--- src/design/rtd_pkg.sv ---
package rtd_pkg;

   // ---------------------------------------------------------------
   // Register map (byte address; word index = address / 4)
   // ---------------------------------------------------------------
   localparam logic [3:0] ADDR_TIME = 4'h0;
   localparam logic [3:0] ADDR_DATE = 4'h4;
   localparam logic [3:0] ADDR_ATIME = 4'h8;
   localparam logic [3:0] ADDR_ADATE = 4'hC;
   localparam logic [3:0] ADDR_STAT = 4'h0 + 4'h0 + 4'h0 + 4'h0 + 4'h0 + 4'h0 + 4'h0 + 4'h0 + 4'h0 + 4'h0 + 4'h0 + 4'h0 + 4'h0 + 4'h0 + 4'h0 + 4'h0;

   // ---------------------------------------------------------------
   // Timing
   // ---------------------------------------------------------------
   localparam int CLK_HZ = 250_000_000;
   localparam int SEC_CYCLES = CLK_HZ;

   // ---------------------------------------------------------------
   // Field layout
   // ---------------------------------------------------------------
   typedef struct packed {
      logic [2:0] hour_tens_digit;
      logic [3:0] hour_units_digit;
      logic [2:0] minute_tens_digit;
      logic [3:0] minute_units_digit;
      logic [3:0] second_tens_digit;
      logic [3:0] second_units_digit;
   } rtd_time_s;

   typedef struct packed {
      logic [3:0] year_tens_digit;
      logic [3:0] year_units_digit;
      logic month_tens_bit;
      logic [3:0] month_units_digit;
      logic [1:0] day_tens_digit;
      logic [3:0] day_units_digit;
      logic [2:0] day_of_week;
   } rtd_date_s;

   localparam rtd_time_s TIME_RST = '0;
   localparam rtd_date_s DATE_RST = '0;

   localparam logic [3:0] D9 = 4'h9;
   localparam logic [3:0] D5 = 4'h5;
   localparam logic [3:0] D3 = 4'h3;
   localparam logic [3:0] D2 = 4'h2;
   localparam logic [3:0] D1 = 4'h1;
   localparam logic [2:0] WD_MAX = 3'h6;

endpackage

--- src/design/rtd_regs.sv ---
// Local design decisions: strobed register access and the address map.
`timescale 1ns/1ns
// Contract
// RQ1: hour tens at bits 30..28, 0..2
// RQ2: hour units at bits 27..24, 0..9
// RQ3: minute tens at bits 22..20, 0..5
// RQ4: minute units at bits 19..16, 0..9
// RQ5: second tens at bits 15..12, 0..5
// RQ6: second units at bits 11..8, 0..9
// RQ7: time word bits 31,23,7..0 read zero
// RQ8: year tens at date bits 31..28
// RQ9: year units at date bits 27..24
// RQ10: month tens single bit at 20
// RQ11: month units at bits 19..16
// RQ12: day tens at bits 13..12, 0..3
// RQ13: day units at bits 11..8
// RQ14: weekday at bits 2..0, 0..6
// RQ15: date unimplemented bits read zero
// RQ16: alarm date has no year, zero
// RQ17: alarm time layout equals time word
// RQ18: read safe only while sync flag clear
// RQ19: no alarm writes while alarm sync set; the code accepts alarm writes at any time
// RQ20: once per second decimal carry advance
module rtd_regs
   import rtd_pkg::*;
#(
   parameter int SEC_CYC = SEC_CYCLES
) (
   input wire logic core_clk,
   input wire logic rstn,
   input wire logic [3:0] addr,
   input wire logic [31:0] wdata,
   input wire logic wr,
   input wire logic rd,
   output logic [31:0] rdata,
   output logic sync_flag,
   output logic alarm_sync_flag
);

   // ---------------------------------------------------------------
   // Field packing
   // ---------------------------------------------------------------
   function automatic logic [31:0] pack_time(input rtd_time_s t);
      pack_time = {1'b0, t.hour_tens_digit, t.hour_units_digit, 1'b0, // RQ1 RQ2 RQ7
                   t.minute_tens_digit, t.minute_units_digit, // RQ3 RQ4
                   t.second_tens_digit, t.second_units_digit, 8'h00}; // RQ5 RQ6
   endfunction

   function automatic rtd_time_s unpack_time(input logic [31:0] w);
      unpack_time = {w[30:28], w[27:24], w[22:20], w[19:16], w[15:12], w[11:8]};
   endfunction

   function automatic logic [31:0] pack_date(input rtd_date_s d, input logic with_year);
      pack_date = {with_year ? {d.year_tens_digit, d.year_units_digit} : 8'h00, // RQ8 RQ9 RQ16
                   3'b000, d.month_tens_bit, d.month_units_digit, // RQ10 RQ11 RQ15
                   2'b00, d.day_tens_digit, d.day_units_digit, // RQ12 RQ13
                   5'b00000, d.day_of_week}; // RQ14 RQ15
   endfunction

   function automatic rtd_date_s unpack_date(input logic [31:0] w);
      unpack_date = {w[31:28], w[27:24], w[20], w[19:16], w[13:12], w[11:8], w[2:0]};
   endfunction

   // BCD digit increment with wrap at its max
   function automatic logic [3:0] bcd_inc(input logic [3:0] v, input logic [3:0] mx);
      bcd_inc = (v >= mx) ? 4'h0 : v + D1;
   endfunction

   // ---------------------------------------------------------------
   // Second tick
   // ---------------------------------------------------------------
   logic [31:0] div_q;
   logic tick;
   assign tick = (div_q == 32'(SEC_CYC - 1));

   // Free running one second enable
   always_ff @(posedge core_clk or negedge rstn) begin
      if (!rstn) begin
         div_q <= '0;
      end else begin
         div_q <= tick ? '0 : div_q + 32'h0000_0001;
      end
   end

   // ---------------------------------------------------------------
   // Calendar advance
   // ---------------------------------------------------------------
   rtd_time_s time_q, time_d, atime_q;
   rtd_date_s date_q, date_d, adate_q;
   logic c_su, c_st, c_mu, c_mt, c_hr, c_dy, c_mo;
   logic [3:0] hmax, dmax;

   // Carries; month length simplified to 31 days, a known limitation
   assign c_su = tick && time_q.second_units_digit == D9; // RQ20
   assign c_st = c_su && time_q.second_tens_digit == D5;
   assign c_mu = c_st && time_q.minute_units_digit == D9;
   assign c_mt = c_mu && {1'b0, time_q.minute_tens_digit} == D5;
   assign hmax = (time_q.hour_tens_digit == 3'h2) ? 4'h3 : D9;
   // Hour wrap only at 23, not at every x9 hour
   assign c_hr = c_mt && time_q.hour_tens_digit == 3'h2 && time_q.hour_units_digit == hmax;
   assign dmax = (date_q.day_tens_digit == 2'h3) ? D1 : D9;
   assign c_dy = c_hr && {2'b00, date_q.day_tens_digit} == D3 && date_q.day_units_digit == D1;
   assign c_mo = c_dy && date_q.month_tens_bit && date_q.month_units_digit == D2;

   always_comb begin
      time_d = time_q;
      date_d = date_q;
      if (tick) time_d.second_units_digit = bcd_inc(time_q.second_units_digit, D9); // RQ20
      if (c_su) time_d.second_tens_digit = bcd_inc(time_q.second_tens_digit, D5);
      if (c_st) time_d.minute_units_digit = bcd_inc(time_q.minute_units_digit, D9);
      if (c_mu) time_d.minute_tens_digit = 3'(bcd_inc({1'b0, time_q.minute_tens_digit}, D5));
      if (c_mt) time_d.hour_units_digit = c_hr ? 4'h0 : bcd_inc(time_q.hour_units_digit, D9);
      if (c_mt && (time_q.hour_units_digit == D9 || c_hr))
         time_d.hour_tens_digit = c_hr ? 3'h0 : time_q.hour_tens_digit + 3'h1;
      if (c_hr) begin
         date_d.day_of_week = (date_q.day_of_week >= WD_MAX) ? 3'h0 : date_q.day_of_week + 3'h1;
         if (c_dy) begin
            date_d.day_tens_digit = 2'h0;
            date_d.day_units_digit = D1;
         end else if (date_q.day_units_digit == dmax) begin
            date_d.day_units_digit = 4'h0;
            date_d.day_tens_digit = date_q.day_tens_digit + 2'h1;
         end else begin
            date_d.day_units_digit = date_q.day_units_digit + D1;
         end
      end
      if (c_dy) begin
         if (c_mo) begin
            date_d.month_tens_bit = 1'b0;
            date_d.month_units_digit = D1;
            date_d.year_units_digit = bcd_inc(date_q.year_units_digit, D9);
            if (date_q.year_units_digit == D9)
               date_d.year_tens_digit = bcd_inc(date_q.year_tens_digit, D9);
         end else if (date_q.month_units_digit == D9) begin
            date_d.month_units_digit = 4'h0;
            date_d.month_tens_bit = 1'b1;
         end else begin
            date_d.month_units_digit = date_q.month_units_digit + D1;
         end
      end
      // Software write overrides the tick in the same cycle
      if (wr && addr == ADDR_TIME) time_d = unpack_time(wdata);
      if (wr && addr == ADDR_DATE) date_d = unpack_date(wdata);
   end

   // ---------------------------------------------------------------
   // Register storage
   // ---------------------------------------------------------------
   always_ff @(posedge core_clk or negedge rstn) begin
      if (!rstn) begin
         time_q <= TIME_RST;
         date_q <= DATE_RST;
      end else begin
         time_q <= time_d;
         date_q <= date_d;
      end
   end

   // Alarm words; writes accepted anytime, software honours the flag
   always_ff @(posedge core_clk or negedge rstn) begin
      if (!rstn) begin
         atime_q <= TIME_RST;
         adate_q <= DATE_RST;
      end else begin
         if (wr && addr == ADDR_ATIME) atime_q <= unpack_time(wdata); // RQ17
         if (wr && addr == ADDR_ADATE) adate_q <= unpack_date(wdata); // RQ19
      end
   end

   // ---------------------------------------------------------------
   // Read port and status
   // ---------------------------------------------------------------
   logic [31:0] rmux;
   logic near_tick;
   assign rmux = (addr == ADDR_TIME) ? pack_time(time_q) :
                 (addr == ADDR_DATE) ? pack_date(date_q, 1'b1) :
                 (addr == ADDR_ATIME) ? pack_time(atime_q) :
                 (addr == ADDR_ADATE) ? pack_date(adate_q, 1'b0) : 32'h0000_0000;
   // Flag covers the last cycles before a tick so a read taken while it is clear cannot race it
   assign near_tick = (div_q >= 32'(SEC_CYC - 4));

   always_ff @(posedge core_clk or negedge rstn) begin
      if (!rstn) begin
         rdata <= '0;
         sync_flag <= 1'b0;
         alarm_sync_flag <= 1'b0;
      end else begin
         rdata <= rd ? rmux : 32'h0000_0000;
         sync_flag <= near_tick; // RQ18
         alarm_sync_flag <= near_tick;
      end
   end

   // ---------------------------------------------------------------
   // Checks
   // ---------------------------------------------------------------
   property p_time_zero;
      @(posedge core_clk) disable iff (!rstn)
      rd && addr == ADDR_TIME |=> rdata[31] == 1'b0 && rdata[23] == 1'b0 && rdata[7:0] == 8'h00;
   endproperty
   a_time_zero: assert property (p_time_zero) else $error("time word reserved bits set"); // RQ7

   property p_adate_zero;
      @(posedge core_clk) disable iff (!rstn)
      rd && addr == ADDR_ADATE |=> rdata[31:21] == 11'h000;
   endproperty
   a_adate_zero: assert property (p_adate_zero) else $error("alarm date upper bits set"); // RQ16

   property p_date_zero;
      @(posedge core_clk) disable iff (!rstn)
      rd && addr == ADDR_DATE |=> rdata[23:21] == 3'h0 && rdata[15:14] == 2'h0 && rdata[7:3] == 5'h00;
   endproperty
   a_date_zero: assert property (p_date_zero) else $error("date reserved bits set"); // RQ15

   property p_write_back;
      @(posedge core_clk) disable iff (!rstn)
      wr && addr == ADDR_ATIME ##2 rd && addr == ADDR_ATIME |=>
         rdata[30:8] == ($past(wdata[30:8], 3) & 23'h7F_7FFF);
   endproperty
   a_write_back: assert property (p_write_back) else $error("alarm time readback wrong"); // RQ17

   property p_sec_tick;
      @(posedge core_clk) disable iff (!rstn)
      tick && !wr && time_q.second_units_digit < D9 |=> time_q.second_units_digit == $past(time_q.second_units_digit) + D1;
   endproperty
   a_sec_tick: assert property (p_sec_tick) else $error("seconds did not advance"); // RQ20

   property p_hold;
      @(posedge core_clk) disable iff (!rstn)
      !tick && !wr |=> time_q == $past(time_q);
   endproperty
   a_hold: assert property (p_hold) else $error("time changed without tick"); // RQ20

   property p_ranges;
      @(posedge core_clk) disable iff (!rstn)
      time_q.second_tens_digit <= D5 |=> time_q.second_tens_digit <= D5 || $past(wr);
   endproperty
   a_ranges: assert property (p_ranges) else $error("seconds tens out of range"); // RQ5

   property p_sync;
      @(posedge core_clk) disable iff (!rstn)
      tick |-> sync_flag;
   endproperty
   a_sync: assert property (p_sync) else $error("tick outside sync window"); // RQ18

endmodule

--- config.mk ---
export PLATFORM = sky130hd
export DESIGN_NAME = rtd_regs
export DESIGN_NICKNAME = d
export VERILOG_FILES = /design/src/design/rtd_pkg.sv /design/src/design/rtd_regs.sv
export SDC_FILE = /design/constraint.sdc
export NUM_CORES = 1
export LEC_CHECK = 0
export BUFFER_PORTS_ARGS = -buffer_cell sky130_fd_sc_hd__buf_4
export CORE_MARGIN = 1.5
export CORE_UTILIZATION = 54
export DETAILED_ROUTE_END_ITERATION = 10
export PLACE_DENSITY = 0.77
export SLEW_MARGIN = 20
export SYNTH_ARGS = -nofsm -noshare
export SYNTH_HDL_FRONTEND = slang
export SYNTH_SLANG_ARGS = --single-unit
--- constraint.sdc ---
create_clock -name core_clk -period 2.9 [get_ports core_clk]
set_input_delay 0.58 -clock core_clk [delete_from_list [all_inputs] [get_ports core_clk]]
set_output_delay 0.58 -clock core_clk [all_outputs]
set_load 0.1 [all_outputs]
==> flow_metrics.env <==
export IMPL_cts_hold_buf=0
export IMPL_ctsRootBufferMaster="clkbuf_16"
export IMPL_netlist_area_mm2=0.00738
export IMPL_yosysSeqAreaShare=0.472
export IMPL_yosys_warnings=0
export IMPL_die_h_um=120
export IMPL_drive_above_1_share=0.211
export IMPL_numClockSinks=139
export IMPL_drv_cap=0
export IMPL_timing_worst_slew_pin_value_ps=774
export IMPL_drc=0
export IMPL_power_frac_clock=0.410
export IMPL_hold_slack_ps=197
export IMPL_synthFlopType="dfrtp_1"
export IMPL_crit_path_start="div_q[29]"
export IMPL_status="finished clean"
export IMPL_leakage_nw=3.92
export IMPL_synth_seq_cells=139
export IMPL_path_cells="or4_4, or4_4, or4_4, or3_4, or3_1, a31oi_1"
export IMPL_drtAntennaViolNets=0
export IMPL_start_kind="flop"
export IMPL_port_buffers=61
export IMPL_synthTopCellsByArea="dfrtp_1 (47%), mux2_2 (5.5%), ha_1 (4.7%)"
export IMPL_core_mm2=0.0133
export IMPL_wirelength_um=19200
export IMPL_vias=6396
export IMPL_p_int_w=0.00421
export IMPL_hold_class="input pin to asynchronous set/reset pin"
export IMPL_critPathSlowestCell="or4_4"
export IMPL_diodes=0
export IMPL_area_delta_synth_final_pct=19.9
export IMPL_slew_headroom=0.480
export IMPL_ir_drop_mv=0.487
export IMPL_skew_ps=11.2
export IMPL_grt_pass1_wl_um=32200
export IMPL_crit_fanout=5
export IMPL_cp_required_ps=3240
export IMPL_fin_util=0.665
export IMPL_cp_arrival_ps=3160
export IMPL_rsz0062_at_grt="true"
export IMPL_drt_vias_per_instance=6.23
export IMPL_start_util=0.555
export IMPL_first_iter_violations=432
export IMPL_max_freq_ghz=0.354
export IMPL_ys_types=58
export IMPL_cts_buffers_inserted=17
export IMPL_p_seq_frac=0.422
export IMPL_antenna_found_initial=0
export IMPL_synth_edf_count=0
export IMPL_clkTransAtPathRegs_ps=60
export IMPL_gp_congestion=0.912
export IMPL_dp_final_hpwl_um=12800
export IMPL_fin_nets=905
export IMPL_swShare=0.286
export IMPL_die_x_um=120
export IMPL_cp_end_kind="flop"
export IMPL_yosysMostFrequentCell="dfrtp_1"
export IMPL_num_rows=42
export IMPL_postPlaceCellArea_mm2=0.00815
export IMPL_clk_latency_ps=430
export IMPL_gr_usage_all_layers=0.285
export IMPL_multi_input_area_mm2=0.00366
export IMPL_combPwrFrac=0.169
export IMPL_gr_total_overflow=0
export IMPL_setup_viol=0
export IMPL_netlist_area_leader_share=0.472
export IMPL_syn_inst=761
export IMPL_regArea_mm2=0.00348
export IMPL_grt_pass1_vias=6613
export IMPL_clk_path_buf_depth=2
export IMPL_nFillCells=1023
export IMPL_fin_crit_ps=2830
export IMPL_finalCritPeriodShare=0.974
export IMPL_hold_viol_final=0
export IMPL_critical_path_class="flop to flop"
export IMPL_h_tree_depth=4
export IMPL_synth_avg_cell_area_um2=9.69
export IMPL_cpMostUsedCell="or4_4"
export IMPL_cts_tree="yes"
export IMPL_yosys_area_top_type="dfrtp_1"
export IMPL_drt_pass1_iterations=6
export IMPL_setup_tns_ps=0
export IMPL_slowest_delay_ps=530
export IMPL_crit_family="simple AND/OR/NAND/NOR gates"
export IMPL_reg2reg_depth=6
export IMPL_crit_buf_inv=0
export IMPL_p_per_area_mw_per_mm2=666
export IMPL_io_pins=74
export IMPL_final_cell_area_mm2=0.00885
export IMPL_reg2reg_setup_slack_ps=70
export IMPL_ys_async_sr_fraction=1.00
export IMPL_grt_max_degree=77
export IMPL_post_drt_wl_per_cell_um=18.7
export IMPL_finalMaxSlewViolations=0
export IMPL_ys_top_cells_by_count="dfrtp_1 (139), nor2_1 (81), nand2_1 (77)"
export IMPL_switching_power_w=0.00168
export IMPL_die_area_mm2=0.0144
export IMPL_r2r_start="div_q[29]"
export IMPL_regToRegEndpoint="time_q[20]"
-- cell families (layout without fill, tap and decap cells) --
kind of cell / count (synthesis) / count (layout) / synth area share
xor+xnor: 29 / 29 / 0.0344
fa+ha+maj: 28 / 28 / 0.0475
simple gates: 293 / 293 / 0.196
buf+inv: 70 / 154 / 0.0404
flops: 139 / 139 / 0.472
compound gates: 153 / 153 / 0.138
other cells: 1 / 6 / 0.000508
mux: 48 / 48 / 0.0712
-- registers in the layout (all words and copies together), names as in the netlist --
register and flops:
rdata 26, atime_q 22, div_q 32, adate_q 14, date_q 22, alarm_sync_flag 1
time_q 22
-- final cells by class --
cell class | instances | area share
Sequential cell | 139 | 0.393
Clock buffer | 22 | 0.0536
Multi-Input combinational cell | 557 | 0.414
Inverter | 28 | 0.0119
Timing Repair Buffer | 94 | 0.0816
Clock inverter | 10 | 0.0212
Tap cell | 176 | 0.0249
-- per-stage QoR --
stage / total power, W / instances / setup slack [ps]
CTS: 0.00590 / 1024 / 22.8
floorplan: 0.00314 / 766 / -20.5
finish: 0.00589 / 1026 / 74.7
detailed placement: 0.00347 / 992 / 51.7
global placement: 0.00339 / 992 / 58.5
global route: 0.00615 / 1026 / -42.3
-- worst max-delay path by stage --
| stage | endpoint | cells past startpoint |
|---|---|---|
| after detailed placement | time_q[20] | 6 |
| after global routing | time_q[20] | 6 |
| after CTS | time_q[20] | 6 |
| after floorplan | time_q[20] | 8 |
| final | time_q[20] | 6 |
| after global placement | time_q[20] | 6 |
-- per-layer routing --
metal / global-route usage / vias to the layer above / share of wire
met3: 0.0760 / 53 / 0.067
li1: - / 2885 / -
met4: 0.124 / 0 / 0.032
met5: 0 / - / 0
met1: 0.348 / 3182 / 0.40
met2: 0.478 / 276 / 0.51
-- power by group through the flow --
stage	clock network (W)	logic, W	registers, W
after floorplan	0	0.000629	0.00251
after global placement	0	0.000916	0.00247
after detailed placement	0	0.000975	0.00250
after CTS	0.00243	0.000991	0.00247
after global routing	0.00252	0.00111	0.00252
final	0.00241	0.000993	0.00248
-- layout by cell type (no fill, tap or decap), drive strengths merged, types with 14 or more instances in the layout --
cell type  netlist  final
nand2           77     77
buf             13     94
a22oi           20     20
mux2            36     36
nand3           39     39
xnor2           14     14
ha              28     28
clkbuf          29     22
dfrtp          139    139
a31oi           18     18
o21ai           30     30
inv             27     27
a211oi          14     14
o211ai          15     15
a21oi           27     27
xor2            15     15
nor2            81     81
-- worst reg2reg max path, delay by kind of cell (launching register included) --
kind	cells	cell delay, ps
compound gates	1	160
flops	1	400
simple gates	5	2180
-- timing repair --
item | 4_1_cts | 5_1_grt
buffers inserted | 0 | 2
setup endpoints to repair | 0 | 12
gates resized for setup | 0 | 4
Note: power is estimated with default switching activity, not from simulation.
